<file path="src/i2c_st_pkg.sv">
// shared constants, types and register map of the two-wire slave-transmitter block
package i2c_st_pkg;

	// ----------------------------------------
	// register byte offsets
	// ----------------------------------------
	localparam logic [3:0] OFF_CTRL = 4'h0;
	localparam logic [3:0] OFF_STATUS = 4'h4;
	localparam logic [3:0] OFF_DATA = 4'h8;
	localparam logic [3:0] OFF_OWNADDR = 4'hC;

	// ----------------------------------------
	// bus_control_reg field positions
	// ----------------------------------------
	localparam int CB_JOB = 7;
	localparam int CB_ACK = 6;
	localparam int CB_STA = 5;
	localparam int CB_STO = 4;
	localparam int CB_WCOL = 3;
	localparam int CB_EN = 2;

	// ----------------------------------------
	// status codes (prescaler bits masked)
	// ----------------------------------------
	localparam logic [7:0] ST_OWN_READ = 8'hA8;
	localparam logic [7:0] ST_ARB_READ = 8'hB0;
	localparam logic [7:0] ST_DATA_ACK = 8'hB8;
	localparam logic [7:0] ST_DATA_NACK = 8'hC0;
	localparam logic [7:0] ST_LAST_ACK = 8'hC8;
	localparam logic [7:0] ST_NO_INFO = 8'hF8;
	localparam logic [7:0] ST_BUS_ERROR = 8'h00;
	localparam logic [7:0] ST_START_SENT = 8'h08;
	localparam logic [6:0] GENERAL_CALL_ADDR = 7'h00;

	// ----------------------------------------
	// reset values
	// ----------------------------------------
	localparam logic [7:0] RST_DATA = 8'hFF;
	localparam logic [7:0] RST_OWNADDR = 8'h00;
	localparam logic [1:0] RST_PRESCALE = 2'h0;

	// ----------------------------------------
	// timing
	// ----------------------------------------
	localparam int CLK_MHZ = 100;
	localparam int START_HOLD_NS = 4000;
	localparam int START_HOLD_CYC = (START_HOLD_NS * CLK_MHZ + 999) / 1000;

	typedef enum logic [2:0] {S_IDLE, S_ADDR, S_ADDR_ACK, S_TX, S_TX_ACK, S_HOLD, S_START} state_e;

	typedef struct packed {
		logic ackEnable;
		logic startRequest;
		logic stopRequest;
		logic enable;
	} ctrl_s;

endpackage

</file>
<file path="src/i2c_slave_tx.sv">
// slave-transmitter status engine of a two-wire serial interface with an AHB-Lite register port
`timescale 1ns/10ps

// Behaviour
// own address with read bit acknowledged: status A8, job flag raised
// resume with ack-enable clear sends loaded byte as final, expects NOT ACK
// resume with ack-enable set sends loaded byte, expects ACK for more
// lost arbitration then addressed for reading: status B0, continue as transmitter
// data byte acknowledged: status B8, wait for next load and resume
// data byte not acknowledged: status C0, resume goes not-addressed
// final byte acknowledged anyway: status C8, resume goes not-addressed
// address recognition follows ack-enable; general call needs general-call-enable
// resume with start request: not-addressed, START once bus is free
// status reads F8 whenever the job flag is clear
// START or STOP inside a byte or ack bit is a bus error, status 00
// bus error raises the job flag
// software recovers with stop request set and job flag written one
// recovery: not-addressed, clear only stop request, release lines, no STOP
// repeated START keeps the transfer going without freeing the bus
// software does pointer-write then read as one repeated-START transfer
// writing one to the job flag clears it and starts the next action
// SCL low period stretched while the job flag is set; the code does not stretch it for status 00 or while enable is clear
// own-address bit 0 enables general call, upper seven bits hold address
// status code in bits 7..3, prescaler in low bits
// byte driven MSB first in SCL low phases, SDA released for ack
module i2c_slave_tx
#(
	parameter int ADDR_W = 32
)
(
	input wire logic ref_clk,
	input wire logic rst_n,
	input wire logic hsel,
	input wire logic [ADDR_W-1:0] haddr,
	input wire logic [1:0] htrans,
	input wire logic hwrite,
	input wire logic [2:0] hsize,
	input wire logic [31:0] hwdata,
	input wire logic hready,
	output logic hreadyout,
	output logic hresp,
	output logic [31:0] hrdata,
	input wire logic arbLostInAddr,
	input wire logic sclIn,
	output logic sclOut,
	output logic sclOe,
	input wire logic sdaIn,
	output logic sdaOut,
	output logic sdaOe,
	output logic jobComplete
);
	import i2c_st_pkg::*;

	// the decoder slices haddr[ADDR_W-1:4], so narrower buses cannot be served
	if (ADDR_W < 5)
	begin : g_addr_w_check
		$error("ADDR_W too small for the register map");
	end

	// ----------------------------------------
	// decoding
	// ----------------------------------------
	function automatic logic isReg(input logic [3:0] low, input logic [3:0] off);
		isReg = (low == off);
	endfunction

	state_e state;
	ctrl_s ctrl;
	logic [7:0] dataReg;
	logic [7:0] ownAddr;
	logic [1:0] prescale;
	logic writeCollision;
	logic [7:0] statusCode;
	logic [7:0] shiftReg;
	logic [3:0] bitCnt;
	logic lastByte;
	logic ackSeen;
	logic gotAck;
	logic arbPending;
	logic busBusy;
	logic startPending;
	logic [8:0] holdCnt;
	logic sclS1, sclS2, sclPrev;
	logic sdaS1, sdaS2, sdaPrev;
	logic wrPend;
	logic [3:0] wrAddr;
	logic highOk;

	// ----------------------------------------
	// AHB-Lite slave
	// ----------------------------------------
	logic addrPhase;
	logic ctrlWrite;
	logic resume;
	logic recover;
	logic [7:0] statusField;

	assign addrPhase = hsel && hready && htrans[1];
	assign highOk = (haddr[ADDR_W-1:4] == '0) && (haddr[1:0] == 2'b00);
	assign hreadyout = 1'b1;
	assign hresp = 1'b0;
	assign ctrlWrite = wrPend && isReg(wrAddr, OFF_CTRL);
	assign resume = ctrlWrite && hwdata[CB_JOB] && jobComplete;
	assign recover = resume && (statusCode == ST_BUS_ERROR) && hwdata[CB_STO];
	assign statusField = jobComplete ? statusCode : ST_NO_INFO;

	always_ff @(posedge ref_clk)
	begin
		if (!rst_n)
		begin
			wrPend <= 1'b0;
			wrAddr <= 4'h0;
		end
		else
		begin
			wrPend <= addrPhase && hwrite && highOk;
			wrAddr <= haddr[3:0];
		end
	end

	// read data is captured in the address phase, so reads never wait
	always_ff @(posedge ref_clk)
	begin
		if (!rst_n)
			hrdata <= 32'h0000_0000;
		else if (addrPhase && !hwrite)
		begin
			hrdata <= 32'h0000_0000;
			if (highOk)
			begin
				if (isReg(haddr[3:0], OFF_CTRL))
					hrdata[7:0] <= {jobComplete, ctrl.ackEnable, ctrl.startRequest,
						ctrl.stopRequest, writeCollision, ctrl.enable, 2'b00};
				else if (isReg(haddr[3:0], OFF_STATUS))
					hrdata[7:0] <= {statusField[7:3], 1'b0, prescale};
				else if (isReg(haddr[3:0], OFF_DATA))
					hrdata[7:0] <= dataReg;
				else if (isReg(haddr[3:0], OFF_OWNADDR))
					hrdata[7:0] <= ownAddr;
			end
		end
	end

	// ----------------------------------------
	// software registers
	// ----------------------------------------
	always_ff @(posedge ref_clk)
	begin
		if (!rst_n)
			ctrl <= '0;
		else if (ctrlWrite)
		begin
			ctrl.ackEnable <= hwdata[CB_ACK];
			ctrl.startRequest <= hwdata[CB_STA];
			ctrl.stopRequest <= recover ? 1'b0 : hwdata[CB_STO];
			ctrl.enable <= hwdata[CB_EN];
		end
	end

	always_ff @(posedge ref_clk)
	begin
		if (!rst_n)
		begin
			dataReg <= RST_DATA;
			ownAddr <= RST_OWNADDR;
			prescale <= RST_PRESCALE;
			writeCollision <= 1'b0;
		end
		else if (wrPend)
		begin
			if (isReg(wrAddr, OFF_DATA))
			begin
				// the byte is only writable while the engine waits on software
				if (jobComplete)
					dataReg <= hwdata[7:0];
				writeCollision <= !jobComplete;
			end
			if (isReg(wrAddr, OFF_OWNADDR))
				ownAddr <= hwdata[7:0];
			if (isReg(wrAddr, OFF_STATUS))
				prescale <= hwdata[1:0];
		end
	end

	// ----------------------------------------
	// line synchronisers and conditions
	// ----------------------------------------
	always_ff @(posedge ref_clk)
	begin
		if (!rst_n)
		begin
			sclS1 <= 1'b1;
			sclS2 <= 1'b1;
			sclPrev <= 1'b1;
			sdaS1 <= 1'b1;
			sdaS2 <= 1'b1;
			sdaPrev <= 1'b1;
		end
		else
		begin
			sclS1 <= sclIn;
			sclS2 <= sclS1;
			sclPrev <= sclS2;
			sdaS1 <= sdaIn;
			sdaS2 <= sdaS1;
			sdaPrev <= sdaS2;
		end
	end

	logic sclRise, sclFall, startDet, stopDet;
	assign sclRise = sclS2 && !sclPrev;
	assign sclFall = !sclS2 && sclPrev;
	assign startDet = sclS2 && sclPrev && sdaPrev && !sdaS2;
	assign stopDet = sclS2 && sclPrev && !sdaPrev && sdaS2;

	always_ff @(posedge ref_clk)
	begin
		if (!rst_n)
			busBusy <= 1'b0;
		else if (startDet)
			busBusy <= 1'b1;
		else if (stopDet)
			busBusy <= 1'b0;
	end

	always_ff @(posedge ref_clk)
	begin
		if (!rst_n)
			arbPending <= 1'b0;
		else if (arbLostInAddr)
			arbPending <= 1'b1;
		else if (state == S_ADDR_ACK && sclFall)
			arbPending <= 1'b0;
	end

	// ----------------------------------------
	// address match
	// ----------------------------------------
	logic ownMatch, gcMatch, addrAck;
	assign ownMatch = (shiftReg[7:1] == ownAddr[7:1]);
	assign gcMatch = (shiftReg[7:1] == GENERAL_CALL_ADDR) && ownAddr[0];
	// only read requests are served here; write direction belongs to the receiver
	assign addrAck = ctrl.ackEnable && shiftReg[0] && (ownMatch || gcMatch);

	// ----------------------------------------
	// protocol engine
	// ----------------------------------------
	logic midFrame;
	assign midFrame = (state == S_ADDR && bitCnt != 4'd0) || state == S_ADDR_ACK
		|| state == S_TX || state == S_TX_ACK;

	always_ff @(posedge ref_clk)
	begin
		if (!rst_n)
		begin
			state <= S_IDLE;
			jobComplete <= 1'b0;
			statusCode <= ST_NO_INFO;
			shiftReg <= 8'h00;
			bitCnt <= 4'd0;
			lastByte <= 1'b0;
			ackSeen <= 1'b0;
			gotAck <= 1'b0;
			startPending <= 1'b0;
			holdCnt <= 9'd0;
		end
		else
		begin
			if (resume)
				jobComplete <= 1'b0;
			if (!ctrl.enable)
			begin
				state <= S_IDLE;
				startPending <= 1'b0;
			end
			else if (midFrame && (startDet || stopDet))
			begin
				state <= S_HOLD;
				statusCode <= ST_BUS_ERROR;
				jobComplete <= 1'b1;
			end
			else
			begin
				case (state)
					S_IDLE:
					begin
						if (startDet)
						begin
							state <= S_ADDR;
							bitCnt <= 4'd0;
						end
						else if (startPending && !busBusy)
						begin
							state <= S_START;
							holdCnt <= 9'd0;
						end
					end
					S_ADDR:
					begin
						if (startDet)
							bitCnt <= 4'd0;
						else if (stopDet)
							state <= S_IDLE;
						else if (sclRise && bitCnt != 4'd8)
						begin
							shiftReg <= {shiftReg[6:0], sdaS2};
							bitCnt <= bitCnt + 4'd1;
						end
						else if (sclFall && bitCnt == 4'd8)
							state <= addrAck ? S_ADDR_ACK : S_IDLE;
					end
					S_ADDR_ACK:
					begin
						if (sclFall)
						begin
							state <= S_HOLD;
							statusCode <= arbPending ? ST_ARB_READ : ST_OWN_READ;
							jobComplete <= 1'b1;
						end
					end
					S_TX:
					begin
						if (sclFall)
						begin
							if (bitCnt == 4'd0)
							begin
								state <= S_TX_ACK;
								ackSeen <= 1'b0;
							end
							else
							begin
								shiftReg <= {shiftReg[6:0], 1'b1};
								bitCnt <= bitCnt - 4'd1;
							end
						end
					end
					S_TX_ACK:
					begin
						if (sclRise)
						begin
							gotAck <= !sdaS2;
							ackSeen <= 1'b1;
						end
						else if (sclFall && ackSeen)
						begin
							state <= S_HOLD;
							jobComplete <= 1'b1;
							if (!gotAck)
								statusCode <= ST_DATA_NACK;
							else if (lastByte)
								statusCode <= ST_LAST_ACK;
							else
								statusCode <= ST_DATA_ACK;
						end
					end
					S_START:
					begin
						if (holdCnt == 9'(START_HOLD_CYC))
						begin
							state <= S_HOLD;
							statusCode <= ST_START_SENT;
							jobComplete <= 1'b1;
							startPending <= 1'b0;
						end
						else
							holdCnt <= holdCnt + 9'd1;
					end
					S_HOLD:
					begin
						if (resume)
						begin
							case (statusCode)
								ST_OWN_READ, ST_ARB_READ, ST_DATA_ACK:
								begin
									state <= S_TX;
									shiftReg <= dataReg;
									bitCnt <= 4'd7;
									lastByte <= !hwdata[CB_ACK];
								end
								ST_DATA_NACK, ST_LAST_ACK:
								begin
									state <= S_IDLE;
									startPending <= hwdata[CB_STA];
								end
								default:
									state <= S_IDLE;
							endcase
						end
					end
					default:
						state <= S_IDLE;
				endcase
			end
		end
	end

	// ----------------------------------------
	// open-drain line drive
	// ----------------------------------------
	// a bus error leaves both lines released even while the flag waits
	always_ff @(posedge ref_clk)
	begin
		if (!rst_n)
		begin
			sclOe <= 1'b0;
			sdaOe <= 1'b0;
		end
		else
		begin
			sclOe <= (state == S_HOLD && jobComplete && statusCode != ST_BUS_ERROR)
				|| (state == S_START && holdCnt == 9'(START_HOLD_CYC));
			sdaOe <= state == S_ADDR_ACK || state == S_START
				|| (state == S_HOLD && statusCode == ST_START_SENT)
				|| (state == S_TX && !shiftReg[7]);
		end
	end

	assign sclOut = 1'b0;
	assign sdaOut = 1'b0;

endmodule

</file>
<file path="config.mk">
export PLATFORM = sky130hd
export DESIGN_NAME = i2c_slave_tx
export DESIGN_NICKNAME = d
export VERILOG_FILES = /design/src/i2c_st_pkg.sv /design/src/i2c_slave_tx.sv
export SDC_FILE = /design/constraint.sdc
export NUM_CORES = 1
export LEC_CHECK = 0
export BUFFER_PORTS_ARGS = -buffer_cell sky130_fd_sc_hd__buf_4
export CORE_MARGIN = 4
export CORE_UTILIZATION = 28
export DETAILED_ROUTE_END_ITERATION = 8
export SLEW_MARGIN = 20
export SYNTH_ARGS = -nofsm -noshare
export SYNTH_HDL_FRONTEND = slang
export SYNTH_SLANG_ARGS = --single-unit
</file>
<file path="constraint.sdc">
create_clock -name ref_clk -period 2.6 [get_ports ref_clk]
set_input_delay 0.26 -clock ref_clk [delete_from_list [all_inputs] [get_ports ref_clk]]
set_output_delay 0.26 -clock ref_clk [all_outputs]
set_load 0.02 [all_outputs]
</file>
==> metrics <==
Async SR Flop Fraction 0%; Synth Instances 544; via count 4147; clk_lat worst skew 0.35 ns; post-synthesis sequential area ratio 36.06%; drt wl/cell 15.29 µm; Hold Path Depth 2; First DRT Iteration DRCs 242; clk slew on worst S/H paths roughly 0.060 ns; switching share of power 24.71%; Final HPWL DP just over 9 mm; full die area between 15000 and 20000 µm²; Post-synth EDFFs 0; core area between 15000 and 20000 µm²; Remaining DRCs 0; Flop pwr share a little under half; synthesized area 4442 µm²; slowest stage delay, CP roughly 0.38 ns; final wirelength approximately 13 mm; CTS Root Cell clkbuf_16; Vias per Instance 5.063; CP Capture Type flip-flop; GR Overflow Total 0; Longest Clk Path Bufs 2; first-pass GRT wire length 20.35 mm; # rows 45; Sw Pwr around 650 µW; Register-to-Register Setup Slack 0.18 ns; final setup violation count 0; logic gate share of total power 7.1%; Worst slew margin approximately 38%; crit path max fanout 16; Crit-path slowest cell dfxtp_1; Final min period about 2.4 ns; Fmax achieved approximately 410 MHz; VDD IR max 262.0 µV; dpl cell area 5075 µm²; Final Net Count 685; number of global-route vias before repair 4059; outcome finished, final reports clean; Antenna Cells 0; worst hold path type input pin to flip-flop; post-route design area between 5000 and 6000 µm²; Synth cell types 66; crit path DAT 2.67 ns; RSZ-0062 raised after global routing false; DP Cell Count approximately 800; final cell count without fillers between 800 and 900; setup_tns 0 ns; Worst R2R Start bitCnt[0]$_SDFFE_PN0P_; clock skew 0.007173 ns; Max Slew Vio Count 0; Hold Crit Start sdaIn; worst r2r path cells 10; clock buffer count from CTS 9; CP top delay family compound AO/OA/AOI/OAI gates; RR Endpoint shiftReg[5]$_SDFFE_PN0P_; hold path endpoint sdaS1$_SDFF_PN1_; total track usage 13.99%; Synth Register Bits 80; crit start category flip-flop; worst path required time ~2.8 ns; Post-DRT Antenna Nets 0; fraction of layout cells with a size suffix above 1 18.59%; Buf+Inv Stages, Crit Path 3; Initial Util 28.90%; Top Ports approximately 120; Lkg Pwr ~2.1 nW; Synth warnings 0; die width 134.0 µm; Die H around 130 µm; GPL Wtd Cong 0.9011; area delta synth->final 21.32%; Worst Tran Pin Value 0.9361 ns; Crit Path Category flip-flop to flip-flop; final number of hold-violating endpoints 0; max cap viols 0; drt first pass iters 5; pre-CTS setup slack 0.1156 ns; Mapped Avg Cell Area 8.165 µm²; largest net degree at the start of global routing 51; final period utilization just over 90%; CTS sink cnt 80; Int Pwr 1.989 mW; htree depth 3; Cell Chain, Critical Path inv_1 -> ha_1 -> or3b_4 -> buf_4 -> a21oi_1 -> o221a_2 -> nor4_4 -> buf_12 -> nor2_1 -> a311oi_1; Clk network pwr share 45.8%; power density over cell area 490.1 nW/µm²; CTS tree done; main flop type after synthesis dfxtp_1; post-route setup slack around 0.18 ns; Port Buffers 59; antenna violations before repair 0
[flip-flops by register name (all words and copies together), names as in the netlist, 2 cells and up]
name,count
holdCnt,9
dataReg,8
hrdata,8
ownAddr,8
shiftReg,8
statusCode,5
bitCnt,4
ctrl,4
wrAddr,4
state,3
prescale,2
[layer usage]
metal  track usage (%)  up-vias  wire length (µm)
li1                  -     2025                 -
met1             18.19     1965              5686
met2             22.63      135              5851
met3             2.588       22               704
met4             6.286        0               278
met5                 0        -                 0
[kinds of logic (layout without fill, tap and decap cells)]
group	after synthesis	in the layout	synth area share, %
muxes	29	29	6.648
AOI/OAI and AO/OA	132	132	19.97
other	2	28	0.1691
xor gates and xnor gates	8	8	1.577
and+or+nand+nor	220	220	25.80
DFF	80	80	36.06
adders and majority gates	5	5	1.408
buffers and inverters	68	106	8.366
[cells in the final DEF (no fill, tap or decap), types with 5 or more instances in the layout]
cell       count
nand2_1       66
nor4_1        11
conb_1        28
buf_4         79
nand3b_1       9
a31oi_1        8
mux2i_1       25
and2_1         5
o21ai_0       22
nor2b_1        6
a311oi_1       9
nor2_1        47
o21a_1         6
nor3_1         8
clkbuf_16      9
and3_1         6
a21oi_1       39
o22ai_1        6
inv_1          9
o31ai_1        5
dfxtp_1       80
a22oi_1        5
nand2b_1      19
ha_1           5
nand3_1       14
[worst max path at each step]
stage | startpoint | to | slack, ns | depth (start not counted)
6_report | bitCnt[0]$_SDFFE_PN0P_ | shiftReg[5]$_SDFFE_PN0P_ | 0.18 | 10
3_5_place_dp | bitCnt[0]$_SDFFE_PN0P_ | shiftReg[5]$_SDFFE_PN0P_ | 0.12 | 9
2_1_floorplan | bitCnt[0]$_SDFFE_PN0P_ | shiftReg[6]$_SDFFE_PN0P_ | 0.24 | 10
3_3_place_gp | bitCnt[0]$_SDFFE_PN0P_ | shiftReg[6]$_SDFFE_PN0P_ | 0.22 | 9
5_1_grt | state[0]$_SDFFE_PN0P_ | gotAck$_SDFFE_PN0P_ | 0.01 | 6
4_1_cts | bitCnt[0]$_SDFFE_PN0P_ | shiftReg[5]$_SDFFE_PN0P_ | 0.08 | 9
[power by group through the flow]
stage               clock [mW]  combinational [mW]  sequential, mW
floorplan                    0               0.137            1.27
global placement             0               0.182            1.27
detailed placement           0               0.186            1.27
CTS                       1.23               0.186            1.24
global route              1.29               0.204            1.24
finish                    1.21               0.188            1.24
[synth_stat cells (all sizes together), types with 6 or more instances]
| master | n | area share (%) |
|---|---|---|
| nor2b | 6 | 0.85 |
| o22ai | 6 | 0.85 |
| and3 | 6 | 0.85 |
| dfxtp | 80 | 36 |
| nor4 | 13 | 2.5 |
| nand2 | 66 | 5.6 |
| nor2 | 47 | 4.0 |
| nor3 | 9 | 1.0 |
| a21oi | 39 | 4.4 |
| a31oi | 8 | 1.1 |
| nand2b | 19 | 2.7 |
| o21a | 6 | 1.0 |
| o21ai | 24 | 2.8 |
| nand3 | 14 | 1.6 |
| mux2i | 25 | 5.6 |
| a311oi | 11 | 2.5 |
| inv | 10 | 0.84 |
| clkbuf | 25 | 2.1 |
| nand3b | 9 | 1.5 |
| buf | 33 | 5.4 |
[timing repair]
action	4_1_cts	5_1_grt
setup endpoints to repair	0	15
gates resized for setup	0	5
setup buffers	0	1
hold buffers	0	0
[area by class of cell]
type,instances,area (µm²)
clock inverter,5,40.04
inverter,10,37.54
sequential,80,1602
multi-input combinational,422,2590
timing repair buffer,80,613.1
clock buffer,11,242.7
fill,1584,9982
tap,211,264.0
[stage by stage]
step	hold WS, ns	utilization (%)	total power [mW]
after global placement	0.3907	33.02	1.453
after global routing	0.1075	35.06	2.737
after floorplan	0.3615	-	1.403
final	0.09466	35.06	2.641
after detailed placement	0.4037	33.02	1.457
after CTS	0.08741	34.86	2.664
Power figures use the tool's default switching activity.
